--- config.mk ---
export PLATFORM = sky130hd
export DESIGN_NAME = uart_rts_line_status
export DESIGN_NICKNAME = d
export VERILOG_FILES = /design/src/core/line_status_pkg.sv /design/src/core/uart_rts_line_status.sv /design/src/core/rts_drive.sv /design/src/core/tx_status.sv
export SDC_FILE = /design/constraint.sdc
export NUM_CORES = 1
export LEC_CHECK = 0
export BUFFER_PORTS_ARGS = -buffer_cell sky130_fd_sc_hd__buf_4
export CAP_MARGIN = 10
export CORE_ASPECT_RATIO = 1.25
export CORE_UTILIZATION = 30
export CTS_BUF_LIST = sky130_fd_sc_hd__clkbuf_8
export CTS_CLUSTER_DIAMETER = 50
export CTS_CLUSTER_SIZE = 10
export DETAILED_ROUTE_END_ITERATION = 12
export PLACE_DENSITY = 0.64
export SETUP_SLACK_MARGIN = 0.4
export SLEW_MARGIN = 10
export SYNTH_ARGS = -nofsm -noshare
export SYNTH_HDL_FRONTEND = slang
export SYNTH_SLANG_ARGS = --single-unit
--- constraint.sdc ---
create_clock -name core_clk -period 1.1 [get_ports core_clk]
set_input_delay 0.055 -clock core_clk [delete_from_list [all_inputs] [get_ports core_clk]]
set_output_delay 0.055 -clock core_clk [all_outputs]
set_load 0.05 [all_outputs]
--- src/core/line_status_pkg.sv ---
// constants shared by the rts and line status block
// assumes a 16-bit register view reached over a plain strobe port
package line_status_pkg;
    // register offsets (byte addresses)
    localparam logic [31:0] MODEM_CTRL_OFS = 32'h5000_1010;
    localparam logic [31:0] LINE_COND_OFS = 32'h5000_1014;
    localparam logic [31:0] IRQ_STATUS_OFS = 32'h5000_1020;
    localparam logic [31:0] IRQ_ENABLE_OFS = 32'h5000_1024;
    localparam logic [31:0] IRQ_CLEAR_OFS = 32'h5000_1028;
    // modem control fields
    localparam int MC_RTS_BIT = 1;
    localparam int MC_LOOP_BIT = 4;
    localparam int MC_AUTO_FLOW_ENABLE_BIT = 5;
    localparam logic [15:0] MC_WRITE_MASK = 16'h0032;
    localparam logic [15:0] MC_RESET = 16'h0000;
    // line condition fields
    localparam int LC_THRE_BIT = 5;
    localparam int LC_TEMT_BIT = 6;
    localparam int LC_RFE_BIT = 7;
    // interrupt status fields
    localparam int IRQ_THRE_BIT = 0;
    localparam int IRQ_TXLVL_BIT = 1;
    localparam int IRQ_RFE_BIT = 2;
    localparam int IRQ_WIDTH = 3;
    localparam logic [2:0] IRQ_RESET = 3'h0;
    // tx fifo threshold field encodings
    typedef enum logic [1:0] {
        TX_TH_EMPTY = 2'b00,
        TX_TH_TWO = 2'b01,
        TX_TH_QUARTER = 2'b10,
        TX_TH_HALF = 2'b11
    } tx_thresh_t;
endpackage

--- src/core/uart_rts_line_status.sv ---
// register front end for rts control and line condition flags
// assumes the rest of the uart supplies fifo state on core_clk
// Notes on behaviour
// - rts bit set drives rts low
// - auto flow gates rts with rx threshold
// - rts bit clear drives rts high
// - loopback holds rts high, loops bit back
// - rx fifo error flag while errors held
// - error clears on read only when last
// - fifo mode: empty when shifter and fifo empty
// - no fifo: empty when holding and shifter empty
// - bit 5 shows holding or fifo empty
// - set whenever holding or fifo is empty, with or without a load
// - flag set raises enabled holding interrupt
// - programmable mode: flag means fifo full
// - auto flow needs fifos and enable bit
`timescale 1ns/1ps
module uart_rts_line_status
    import line_status_pkg::*;
#(
    parameter int TX_DEPTH = 16,
    parameter int LVL_W = 5
) (
    // clock and reset
    input wire logic core_clk,
    input wire logic rst_n,
    // register port
    input wire logic [31:0] reg_addr,
    input wire logic [15:0] reg_wdata,
    input wire logic reg_wr,
    input wire logic reg_rd,
    output logic [15:0] reg_rdata,
    // uart configuration
    input wire logic fifo_en,
    input wire logic thre_mode,
    input wire logic thre_irq_en,
    input wire logic [1:0] tx_thresh,
    // receive fifo state
    input wire logic rx_above_thresh,
    input wire logic rx_err_count_nz,
    input wire logic rx_top_err,
    input wire logic rx_err_beyond_top,
    // transmit state
    input wire logic [LVL_W-1:0] tx_level,
    input wire logic holding_full,
    input wire logic shift_busy,
    input wire logic tx_load,
    input wire logic tx_write,
    // serial side
    output logic rts_n,
    output logic rts_loop,
    // interrupt
    output logic irq
);
    // ****************************************
    // parameter checks
    // ****************************************
    // the quarter threshold needs at least four entries
    if (TX_DEPTH < 4) begin
        $error("uart_rts_line_status: tx depth must be at least 4");
    end
    // the level port must count up to a full fifo
    if (LVL_W < $clog2(TX_DEPTH + 1)) begin
        $error("uart_rts_line_status: level width too small for depth");
    end
    // status and enable must fit the 16-bit register view
    if (IRQ_WIDTH > 16) begin
        $error("uart_rts_line_status: too many interrupt sources");
    end

    // ****************************************
    // registers
    // ****************************************
    logic [15:0] modem_control_reg_r;
    logic [IRQ_WIDTH-1:0] irq_status_r;
    logic [IRQ_WIDTH-1:0] irq_enable_r;
    logic rfe_r;
    logic flow_on;
    logic transmitter_empty_flag;
    logic holding_empty_flag;
    logic thre_event;
    logic txlvl_event;
    logic rfe_rise;
    logic lc_read;
    logic [15:0] line_condition_reg;
    logic [IRQ_WIDTH-1:0] irq_set;
    logic [IRQ_WIDTH-1:0] irq_status_nxt;
    logic rfe_nxt;
    logic [15:0] rdata_nxt;
    logic rts_bit;
    logic loop_bit;
    logic auto_flow_enable_bit;
    logic mc_wr;
    logic ie_wr;
    logic ic_wr;
    logic mc_rd;
    logic is_rd;
    logic ie_rd;

    function automatic logic hit(input logic [31:0] a, input logic [31:0] ofs);
        hit = (a == ofs);
    endfunction

    function automatic logic [15:0] widen_irq(input logic [IRQ_WIDTH-1:0] v);
        widen_irq = 16'h0000;
        widen_irq[IRQ_WIDTH-1:0] = v;
    endfunction

    // ****************************************
    // address decode
    // ****************************************
    // one strobe per register keeps the decode out of the state logic
    assign mc_wr = reg_wr && hit(reg_addr, MODEM_CTRL_OFS);
    assign ie_wr = reg_wr && hit(reg_addr, IRQ_ENABLE_OFS);
    assign ic_wr = reg_wr && hit(reg_addr, IRQ_CLEAR_OFS);
    assign mc_rd = reg_rd && hit(reg_addr, MODEM_CTRL_OFS);
    assign lc_read = reg_rd && hit(reg_addr, LINE_COND_OFS);
    assign is_rd = reg_rd && hit(reg_addr, IRQ_STATUS_OFS);
    assign ie_rd = reg_rd && hit(reg_addr, IRQ_ENABLE_OFS);

    // ****************************************
    // modem control
    // ****************************************
    always_ff @(posedge core_clk or negedge rst_n) begin
        if (!rst_n) begin
            modem_control_reg_r <= MC_RESET;
        end else if (mc_wr) begin
            modem_control_reg_r <= reg_wdata & MC_WRITE_MASK;
        end
    end

    assign rts_bit = modem_control_reg_r[MC_RTS_BIT];
    assign loop_bit = modem_control_reg_r[MC_LOOP_BIT];
    assign auto_flow_enable_bit = modem_control_reg_r[MC_AUTO_FLOW_ENABLE_BIT];
    // auto flow only acts with fifos on; without them the bit is inert
    assign flow_on = fifo_en && auto_flow_enable_bit;

    // ****************************************
    // request to send
    // ****************************************
    rts_drive u_rts (
        .core_clk(core_clk),
        .rst_n(rst_n),
        .rts_req(rts_bit),
        .loopback(loop_bit),
        .flow_on(flow_on),
        .rx_above_thresh(rx_above_thresh),
        .rts_n(rts_n),
        .rts_loop(rts_loop)
    );

    // ****************************************
    // transmitter flags
    // ****************************************
    tx_status #(
        .TX_DEPTH(TX_DEPTH),
        .LVL_W(LVL_W)
    ) u_tx (
        .core_clk(core_clk),
        .rst_n(rst_n),
        .fifo_en(fifo_en),
        .thre_mode(thre_mode),
        .tx_thresh(tx_thresh),
        .tx_level(tx_level),
        .holding_full(holding_full),
        .shift_busy(shift_busy),
        .tx_load(tx_load),
        .tx_write(tx_write),
        .transmitter_empty_flag(transmitter_empty_flag),
        .holding_empty_flag(holding_empty_flag),
        .thre_event(thre_event),
        .txlvl_event(txlvl_event)
    );

    // ****************************************
    // receive fifo error flag
    // ****************************************
    assign rfe_rise = fifo_en && rx_err_count_nz && !rfe_r;

    // a new error in the fifo wins over a clearing read
    always_comb begin
        rfe_nxt = rfe_r;
        if (!fifo_en) begin
            rfe_nxt = 1'b0;
        end else if (rfe_rise) begin
            rfe_nxt = 1'b1;
        end else if (lc_read && rx_top_err && !rx_err_beyond_top) begin
            rfe_nxt = 1'b0;
        end else if (rx_err_count_nz) begin
            rfe_nxt = 1'b1;
        end
    end

    always_ff @(posedge core_clk or negedge rst_n) begin
        if (!rst_n) begin
            rfe_r <= 1'b0;
        end else begin
            rfe_r <= rfe_nxt;
        end
    end

    always_comb begin
        line_condition_reg = 16'h0000;
        line_condition_reg[LC_RFE_BIT] = rfe_r;
        line_condition_reg[LC_TEMT_BIT] = transmitter_empty_flag;
        line_condition_reg[LC_THRE_BIT] = holding_empty_flag;
    end

    // ****************************************
    // interrupts
    // ****************************************
    always_comb begin
        irq_set = '0;
        irq_set[IRQ_THRE_BIT] = thre_event && thre_irq_en;
        irq_set[IRQ_TXLVL_BIT] = txlvl_event && thre_irq_en;
        irq_set[IRQ_RFE_BIT] = rfe_rise;
    end

    // set beats a same-cycle clear, so no event is lost to a late clear
    always_comb begin
        irq_status_nxt = irq_status_r;
        if (ic_wr) begin
            irq_status_nxt = irq_status_r & ~reg_wdata[IRQ_WIDTH-1:0];
        end
        irq_status_nxt = irq_status_nxt | irq_set;
    end

    always_ff @(posedge core_clk or negedge rst_n) begin
        if (!rst_n) begin
            irq_status_r <= IRQ_RESET;
        end else begin
            irq_status_r <= irq_status_nxt;
        end
    end

    always_ff @(posedge core_clk or negedge rst_n) begin
        if (!rst_n) begin
            irq_enable_r <= IRQ_RESET;
        end else if (ie_wr) begin
            irq_enable_r <= reg_wdata[IRQ_WIDTH-1:0];
        end
    end

    assign irq = |(irq_status_r & irq_enable_r);

    // ****************************************
    // read data, one cycle after the strobe
    // ****************************************
    // unmapped and write-only addresses read as zero
    always_comb begin
        rdata_nxt = 16'h0000;
        case (1'b1)
            mc_rd: rdata_nxt = modem_control_reg_r;
            lc_read: rdata_nxt = line_condition_reg;
            is_rd: rdata_nxt = widen_irq(irq_status_r);
            ie_rd: rdata_nxt = widen_irq(irq_enable_r);
            default: rdata_nxt = 16'h0000;
        endcase
    end

    // data stands one cycle only, so a stale word never reads back
    always_ff @(posedge core_clk or negedge rst_n) begin
        if (!rst_n) begin
            reg_rdata <= 16'h0000;
        end else begin
            reg_rdata <= rdata_nxt;
        end
    end
endmodule

--- src/core/rts_drive.sv ---
// request-to-send pin logic and its loopback path
// assumes all control inputs come from the same clock domain
`timescale 1ns/1ps
module rts_drive
    import line_status_pkg::*;
(
    // clock and reset
    input wire logic core_clk,
    input wire logic rst_n,
    // control
    input wire logic rts_req,
    input wire logic loopback,
    input wire logic flow_on,
    input wire logic rx_above_thresh,
    // results
    output logic rts_n,
    output logic rts_loop
);
    logic assert_now;

    // rts only asserts while requested; flow control may veto it
    assign assert_now = rts_req && !(flow_on && rx_above_thresh);

    always_ff @(posedge core_clk or negedge rst_n) begin
        if (!rst_n) begin
            rts_n <= 1'b1;
        end else begin
            rts_n <= !(assert_now && !loopback);
        end
    end

    // loopback returns the raw request bit to the modem status side
    always_ff @(posedge core_clk or negedge rst_n) begin
        if (!rst_n) begin
            rts_loop <= 1'b0;
        end else begin
            rts_loop <= loopback && rts_req;
        end
    end
endmodule

--- src/core/tx_status.sv ---
// transmitter empty and holding empty flag generation
// assumes fifo levels and shift state come from the transmitter
`timescale 1ns/1ps
module tx_status
    import line_status_pkg::*;
#(
    parameter int TX_DEPTH = 16,
    parameter int LVL_W = 5
) (
    // clock and reset
    input wire logic core_clk,
    input wire logic rst_n,
    // transmitter state
    input wire logic fifo_en,
    input wire logic thre_mode,
    input wire logic [1:0] tx_thresh,
    input wire logic [LVL_W-1:0] tx_level,
    input wire logic holding_full,
    input wire logic shift_busy,
    input wire logic tx_load,
    input wire logic tx_write,
    // flags
    output logic transmitter_empty_flag,
    output logic holding_empty_flag,
    output logic thre_event,
    output logic txlvl_event
);
    // the level port must be able to count a full fifo
    if (LVL_W < $clog2(TX_DEPTH + 1)) begin
        $error("tx_status: level width too small for depth");
    end

    logic src_empty;
    logic at_thresh;
    logic at_thresh_r;
    logic hold_empty_r;
    logic hold_empty_nxt;

    function automatic logic [LVL_W-1:0] thresh_level(input logic [1:0] sel);
        case (sel)
            TX_TH_EMPTY: thresh_level = '0;
            TX_TH_TWO: thresh_level = LVL_W'(2);
            TX_TH_QUARTER: thresh_level = LVL_W'(TX_DEPTH / 4);
            TX_TH_HALF: thresh_level = LVL_W'(TX_DEPTH / 2);
            default: thresh_level = '0;
        endcase
    endfunction

    assign src_empty = fifo_en ? (tx_level == '0) : !holding_full;
    assign at_thresh = fifo_en && thre_mode && (tx_level <= thresh_level(tx_thresh));

    // sticky empty indication: an empty source sets it, with or without a load; a new write clears it
    always_comb begin
        hold_empty_nxt = hold_empty_r;
        if (tx_write) begin
            hold_empty_nxt = 1'b0;
        end else if (tx_load && src_empty) begin
            hold_empty_nxt = 1'b1;
        end else if (src_empty) begin
            hold_empty_nxt = 1'b1;
        end
    end

    always_ff @(posedge core_clk or negedge rst_n) begin
        if (!rst_n) begin
            hold_empty_r <= 1'b1;
        end else begin
            hold_empty_r <= hold_empty_nxt;
        end
    end

    always_ff @(posedge core_clk or negedge rst_n) begin
        if (!rst_n) begin
            transmitter_empty_flag <= 1'b1;
        end else begin
            transmitter_empty_flag <= src_empty && !shift_busy;
        end
    end

    // in programmable mode the flag shows a full fifo instead
    always_ff @(posedge core_clk or negedge rst_n) begin
        if (!rst_n) begin
            holding_empty_flag <= 1'b1;
        end else if (fifo_en && thre_mode) begin
            holding_empty_flag <= (tx_level >= LVL_W'(TX_DEPTH));
        end else begin
            holding_empty_flag <= hold_empty_nxt;
        end
    end

    always_ff @(posedge core_clk or negedge rst_n) begin
        if (!rst_n) begin
            at_thresh_r <= 1'b0;
        end else begin
            at_thresh_r <= at_thresh;
        end
    end

    assign thre_event = !(fifo_en && thre_mode) && hold_empty_nxt && !hold_empty_r;
    assign txlvl_event = at_thresh && !at_thresh_r;
endmodule

==> impl_metrics.sql, run 1 <==
INSERT INTO impl_metrics (metric_group, metric, value, unit) VALUES
('power_and_ir_drop', 'powerDensity', '777', 'nW/um2'),
('power_and_ir_drop', 'combPwrFrac', '27.3', '%'),
('placed_design', 'preCtsSetupSlack', '-436', 'ps'),
('power_and_ir_drop', 'power.internal', '1.41', 'mW'),
('worst_setup_path', 'cp.required', '1040', 'ps'),
('floorplanning', 'die_h', '78.0', 'um'),
('worst_setup_path', 'critical_path_peak_fanout', '2', ''),
('logic_synthesis', 'yosys_top_cell_by_area', 'sky130_fd_sc_hd__dfrtp_1', ''),
('floorplanning', 'rows', '27', ''),
('finish', 'num_antenna_cells', '0', ''),
('placed_design', 'post_dp_cell_area', '2170', 'um2'),
('clock_tree', 'cts_max_path_buffers', '2', ''),
('clock_tree', 'cts_tree', 'done', ''),
('power_and_ir_drop', 'share_clk_of_total_power', '27.7', '%'),
('worst_setup_path', 'worst_setup_path_start_kind', 'flip-flop', ''),
('power_and_ir_drop', 'netSwitchingFraction', '28.6', '%'),
('placed_design', 'gp_congestion', '0.739', ''),
('logic_synthesis', 'synth.cell_area', '1390', 'um2'),
('power_and_ir_drop', 'netSwitchingPower', '562', 'uW'),
('logic_synthesis', 'yosysMostFrequentCell', 'sky130_fd_sc_hd__dfrtp_1', ''),
('global_route', 'vias_in_the_first_global_route', '1331', ''),
('sta', 'timing.final.max_slew_violations', '0', ''),
('finish', 'layout.nets', '296', ''),
('sta', 'fmax', '719', 'MHz'),
('logic_synthesis', 'ys_seq_area_share', '41.9', '%'),
('finish', 'final_layout_size_suffix_gt1_share', '65.3', '%'),
('worst_setup_path', 'critical_path.slowest_cell', 'sky130_fd_sc_hd__a222oi_1', ''),
('clock_tree', 'worstSkewPairLatency', '270', 'ps'),
('logic_synthesis', 'synthesis.yosys.warnings', '0', ''),
('logic_synthesis', 'yosys-top-cells-count', 'sky130_fd_sc_hd__dfrtp_1, sky130_fd_sc_hd__buf_4, sky130_fd_sc_hd__inv_1', ''),
('placed_design', 'post-place-cells', '269', ''),
('sta', 'min_period', '1390', 'ps'),
('worst_setup_path', 'worstPathCellList', 'a222oi_1, inv_2, buf_6', ''),
('global_route', 'grt_pass1_wl', '6510', 'um'),
('logic_synthesis', 'synth-async-reset-ratio', '100', '%'),
('outcome', 'run_status', 'complete, but fails checks', ''),
('sta', 'setup_total_negative_slack', '-1190', 'ps'),
('finish', 'synthToLayoutAreaGrowth', '82.8', '%'),
('route', 'initialDrtViolationCount', '36', ''),
('sta', 'fin_skew', '3.61', 'ps'),
('hold_path', 'min-delay-path-class', 'in -> reg', ''),
('power_and_ir_drop', 'vdd.ir_drop.worst', '0.396', 'mV'),
('placed_design', 'port-buffer-count', '67', ''),
('finish', 'fin_util', '57.2', '%'),
('worst_setup_path', 'worstSetupEndpointType', 'primary output', ''),
('outcome', 'violations', 'setup timing', ''),
('clock_tree', 'cts.htree.levels', '1', ''),
('worst_setup_path', 'critPathBufInv', '2', ''),
('sta', 'post-route-worst-setup-slack', '-291', 'ps'),
('route', 'vias_per_instance', '4.76', ''),
('global_route', 'grt_remaining_overflow', '0', ''),
('route', 'drt-wirelength-per-cell', '14.1', 'um'),
('floorplanning', 'boundaryPins', '89', ''),
('sta', 'hold_viol_final', '0', ''),
('global_route', 'largest_net_degree_at_the_start_of_global_routing', '24', ''),
('logic_synthesis', 'synth-main-ff-cell', 'sky130_fd_sc_hd__dfrtp_1', ''),
('floorplanning', 'area_of_the_core', '4430', 'um2'),
('sta', 'setup_viol', '12', ''),
('sta', 'grt_setup_unrepaired', 'yes', ''),
('clock_tree', 'tritoncts_num_sinks', '23', ''),
('power_and_ir_drop', 'leakagePower', '1.20', 'nW'),
('route', 'detailedRoute.firstPassIterationCount', '4', ''),
('logic_synthesis', 'synthesis.instances', '122', ''),
('worst_setup_path', 'cp_slowest_stage_delay', '450', 'ps'),
('logic_synthesis', 'synth.avg_cell_area', '11.4', 'um2'),
('worst_setup_path', 'critPathTopFamily', 'compound AO/OA/AOI/OAI gates', ''),
('logic_synthesis', 'ys_top_cells_by_area', 'sky130_fd_sc_hd__dfrtp_1, sky130_fd_sc_hd__dfstp_2, sky130_fd_sc_hd__nor4b_4, sky130_fd_sc_hd__buf_4, sky130_fd_sc_hd__mux2_2', ''),
('finish', 'stdcell_area', '2530', 'um2'),
('clock_tree', 'cts_inserted_buffers', '3', ''),
('floorplanning', 'initial_core_util', '31.3', '%'),
('clock_tree', 'worst_setup_hold_path_clk_slew', '80', 'ps');
area by class of cell:
cell class                 instances  area (um2)
fill                             382        1890
multi-input combinational         90         952
timing repair buffer              97         850
sequential                        23         582
tap                               58        72.6
clock buffer                       3        41.3
inverter                           8        30.0
clock inverter                     1        5.00
state kept, by name, indices dropped and copies added (netlist names):
register / cells
irq_status_r: 3
u_tx.at_thresh_r: 1
reg_rdata: 7
rfe_r: 1
modem_control_reg_r: 3
u_tx.holding_empty_flag: 1
irq_enable_r: 3
u_rts.rts_loop: 1
u_tx.transmitter_empty_flag: 1
u_rts.rts_n: 1
u_tx.hold_empty_r: 1
tightest hold or removal path: cells and delay by family:
kind,cells,cell delay (ps)
buffers and inverters,2,210
AOI/OAI and AO/OA,1,30
worst paths after layout:
kind                       cells after the start              startpoint                     endpoint  slack [ps]
max                                            3         irq_status_r[2]                          irq        -290
min                                            3                tx_write            u_tx.hold_empty_r          10
max reg2reg                                    4         irq_enable_r[1]                 reg_rdata[1]         -20
min reg2reg                                    1  modem_control_reg_r[1]                  u_rts.rts_n         490
max in group asynchronous                      2                   rst_n  u_tx.transmitter_empty_flag         600
min in group asynchronous                      2                   rst_n                 reg_rdata[6]         210
per-stage QoR:
step | hold slack (ps) | power [mW]
after floorplan | -241 | 1.10
after global placement | -38.2 | 1.36
after detailed placement | -32.9 | 1.36
after CTS | 6.97 | 1.97
after global routing | 2.09 | 2.05
final | 12.5 | 1.97
power by group through the flow:
stage | registers, mW | logic [mW] | clock network [mW]
3_5_place_dp | 0.902 | 0.457 | 0
6_report | 0.885 | 0.536 | 0.546
3_3_place_gp | 0.901 | 0.454 | 0
2_1_floorplan | 0.897 | 0.200 | 0
4_1_cts | 0.890 | 0.515 | 0.562
5_1_grt | 0.888 | 0.573 | 0.593
timing repair:
item	in CTS	in global routing
hold buffers	2	0
hold endpoints to repair	24	0
pin swaps	25	10
resized for setup	46	10
buffers inserted	3	2
endpoints found under the setup margin	31	32
per-layer routing:
layer | vias to the layer above | wire length (um) | GRT usage, %
met1 | 634 | 1600 | 20.1
met5 | - | 0 | 0
met3 | 13 | 166 | 2.79
met4 | 0 | 138 | 9.53
met2 | 50 | 2030 | 30.3
li1 | 636 | - | -
kinds of logic (layout without fill, tap and decap cells):
kind of cell / count (synthesis) / in the layout / share of synthesized area [%]
flip-flops: 23 / 23 / 41.9
multiplexers: 9 / 9 / 7.95
adder cells (fa/ha/maj): 3 / 3 / 2.71
AND/OR/NAND/NOR: 53 / 53 / 32.2
AO/OA/AOI/OAI: 16 / 16 / 7.86
buffers and inverters: 17 / 109 / 7.05
other: 1 / 9 / 0.271
placed cells by master, fill, tap and decap left out, drive strengths merged, types with 4 or more instances in the layout:
cell type and n:
buf 95, dfrtp 19, conb 9, inv 8, nor4 7, mux2 7, nand2 7, nor3 6
nor4b 5, nor2b 5, nand4 5, dfstp 4, nor2 4
No activity file was read; power rests on OpenSTA's default activity.
==> inputs of run 2 (changes only) <==
SKIP_CTS_REPAIR_TIMING = 1   (was default)
clock period = 1.7 ns   (was 1.1 ns; I/O delays follow)
==> run 2 against run 1 <==
  * The flow now finishes without violations
  * Largest cell class unchanged
  * Power shrank 39%
  * Combinational power shrank 49%
  * Clock skew shrank 0.79 ps
  * Design area shrank 16%
  * Sequential cell count is the same
  * Hold slack gained 11 ps
  * Clock power shrank 37%
  * Highest routed layer unchanged
==> impl_metrics.sql, run 2 (synthesis results as in run 1) <==
INSERT INTO impl_metrics (metric_group, metric, value, unit) VALUES
('global_route', 'grt_pass1_wl', '5660', 'um'),
('worst_setup_path', 'timing_worst_setup_path_type', 'reg -> out', ''),
('worst_setup_path', 'worstSetupEndpointType', 'primary output', ''),
('sta', 'hold_viol_final', '0', ''),
('worst_setup_path', 'worstReg2RegStart', 'irq_status_r[1]', ''),
('route', 'post-route-drc-count', '0', ''),
('sta', 'fmax', '712', 'MHz'),
('power_and_ir_drop', 'vdd.ir_drop.worst', '0.225', 'mV'),
('route', 'drt-wirelength-per-cell', '13.2', 'um'),
('hold_path', 'min-delay-path-class', 'in -> reg', ''),
('floorplanning', 'area_of_the_core', '4430', 'um2'),
('floorplanning', 'boundaryPins', '89', ''),
('power_and_ir_drop', 'leakagePower', '1.02', 'nW'),
('worst_setup_path', 'critPathTopFamily', 'flip-flops', ''),
('clock_tree', 'cts_inserted_buffers', '3', ''),
('worst_setup_path', 'critical_path.slowest_cell', 'sky130_fd_sc_hd__dfrtp_1', ''),
('worst_setup_path', 'timing.critical_path.arrival', '1320', 'ps'),
('flow_run', 'drv_cap', '0', ''),
('floorplanning', 'die_h', '78.0', 'um'),
('hold_path', 'startpoint_of_the_most_critical_hold_path', 'tx_level[4]', ''),
('floorplanning', 'die_w', '62.8', 'um'),
('clock_tree', 'worstSkewPairLatency', '270', 'ps'),
('global_route', 'vias_in_the_first_global_route', '1197', ''),
('sta', 'min_period', '1400', 'ps'),
('worst_setup_path', 'critPathLaunch', 'irq_enable_r[2]', ''),
('worst_setup_path', 'critical_path_peak_fanout', '3', ''),
('sta', 'setup_total_negative_slack', '0', 'ps'),
('finish', 'layout.filler_cells', '435', ''),
('sta', 'min_period_over_period', '82.6', '%'),
('sta', 'fin_skew', '2.82', 'ps'),
('power_and_ir_drop', 'report.power.total', '1.19', 'mW'),
('placed_design', 'post-place-cells', '252', ''),
('clock_tree', 'worst_setup_hold_path_clk_slew', '80', 'ps'),
('placed_design', 'post_dp_cell_area', '2010', 'um2'),
('worst_setup_path', 'cp_slowest_stage_delay', '410', 'ps'),
('global_route', 'grt.total_usage', '14.9', '%'),
('clock_tree', 'tritoncts_num_sinks', '23', ''),
('placed_design', 'port-buffer-count', '67', ''),
('finish', 'final_layout_size_suffix_gt1_share', '50.0', '%'),
('finish', 'final-seq-area', '581', 'um2'),
('finish', 'final_common_cell', 'sky130_fd_sc_hd__buf_4', ''),
('finish', 'most-common-layout-cells', 'sky130_fd_sc_hd__buf_4, sky130_fd_sc_hd__dfrtp_1, sky130_fd_sc_hd__conb_1, sky130_fd_sc_hd__inv_1, sky130_fd_sc_hd__nand2_1', ''),
('route', 'routed_wirelength', '3450', 'um'),
('sta', 'setup_viol', '0', ''),
('worst_setup_path', 'critPathBufInv', '2', ''),
('floorplanning', 'rows', '27', ''),
('finish', 'synthToLayoutAreaGrowth', '54.1', '%'),
('finish', 'multi_input_area', '791', 'um2'),
('clock_tree', 'clk_root_buffer_cell', 'sky130_fd_sc_hd__clkbuf_8', ''),
('finish', 'stdcell_area', '2130', 'um2'),
('sta', 'timing.final.max_slew_violations', '0', ''),
('worst_setup_path', 'cp.required', '1620', 'ps'),
('finish', 'fin_util', '48.2', '%'),
('clock_tree', 'cts.htree.levels', '1', ''),
('outcome', 'run_status', 'complete, no violations', ''),
('sta', 'grt_setup_unrepaired', 'yes', ''),
('floorplanning', 'dieArea', '4890', 'um2'),
('worst_setup_path', 'worst_setup_path_start_kind', 'flip-flop', ''),
('global_route', 'grt_remaining_overflow', '0', ''),
('route', 'ant_nets', '0', ''),
('power_and_ir_drop', 'powerDensity', '558', 'nW/um2'),
('worst_setup_path', 'worstPathCellList', 'a222oi_1, inv_1, buf_6', ''),
('clock_tree', 'cts_max_path_buffers', '2', ''),
('route', 'vias_per_instance', '4.57', ''),
('route', 'initialDrtViolationCount', '29', ''),
('finish', 'layout.nets', '278', ''),
('finish', 'post_layout_nonfiller_instances', '262', ''),
('finish', 'num_antenna_cells', '0', ''),
('route', 'route.vias.total', '1198', ''),
('finish', 'largest-register', 'reg_rdata', ''),
('finish', 'largest_register_ff_count', '7', ''),
('global_route', 'antenna_found_initial', '0', ''),
('clock_tree', 'cts_tree', 'done', ''),
('route', 'detailedRoute.firstPassIterationCount', '4', ''),
('floorplanning', 'initial_core_util', '31.3', '%'),
('placed_design', 'post-dp-hpwl', '2890', 'um'),
('global_route', 'largest_net_degree_at_the_start_of_global_routing', '24', ''),
('placed_design', 'gp_congestion', '0.765', '');
## run 2: changes by cell type in the layout (fill, tap and decap cells not counted), moves of 3 or more
cell	previous run	this run
sky130_fd_sc_hd__buf_4	66	72
sky130_fd_sc_hd__nor4_4	7	4
sky130_fd_sc_hd__buf_6	27	3
sky130_fd_sc_hd__nor3_1	3	6
## run 2: worst paths after layout
check,end,cells after the start,slack (ps)
worst max register to register,reg_rdata[1],3,740
worst max-delay path,irq,3,300
max in group asynchronous,u_rts.rts_n,2,1180
worst min register to register,u_tx.hold_empty_r,2,470
worst min-delay path,irq_status_r[1],2,20
min in group asynchronous,reg_rdata[6],2,240
## run 2: area by class of cell
type	instances	area share, %
clock buffers	3	1.93
flip-flops and latches	23	27.2
clock inverters	1	0.234
repair buffers	79	28.8
multi-input cells	90	37.0
inverters	8	1.41
well taps	58	3.40
## run 2: power breakdown
| part | internal (mW) | total, mW | leakage (nW) | switching [mW] |
|---|---|---|---|---|
| Sequential | 0.564 | 0.573 | 0.292 | 0.00939 |
| Combinational | 0.134 | 0.275 | 0.707 | 0.141 |
| Clock | 0.164 | 0.344 | 0.0255 | 0.180 |
## run 2: per-layer routing
layer / vias to the layer above / global-route usage (%) / wire length [um]
li1: 601 / - / -
met1: 545 / 18.0 / 1460
met2: 46 / 25.2 / 1770
met3: 6 / 3.38 / 181
met4: 0 / 5.81 / 44
met5: - / 0 / 0
## run 2: worst register-to-register path, delay by kind of cell, from the launching register on
kind	cells	cell delay, ps
flops	1	410
simple gates	1	60
compound gates	2	370
## run 2: metrics by stage
stage	hold slack, ps	setup WS (ps)
2_1_floorplan	-211	310
3_3_place_gp	-8.70	90.7
3_5_place_dp	-7.74	81.2
4_1_cts	-304	268
5_1_grt	6.57	123
6_report	23.1	296
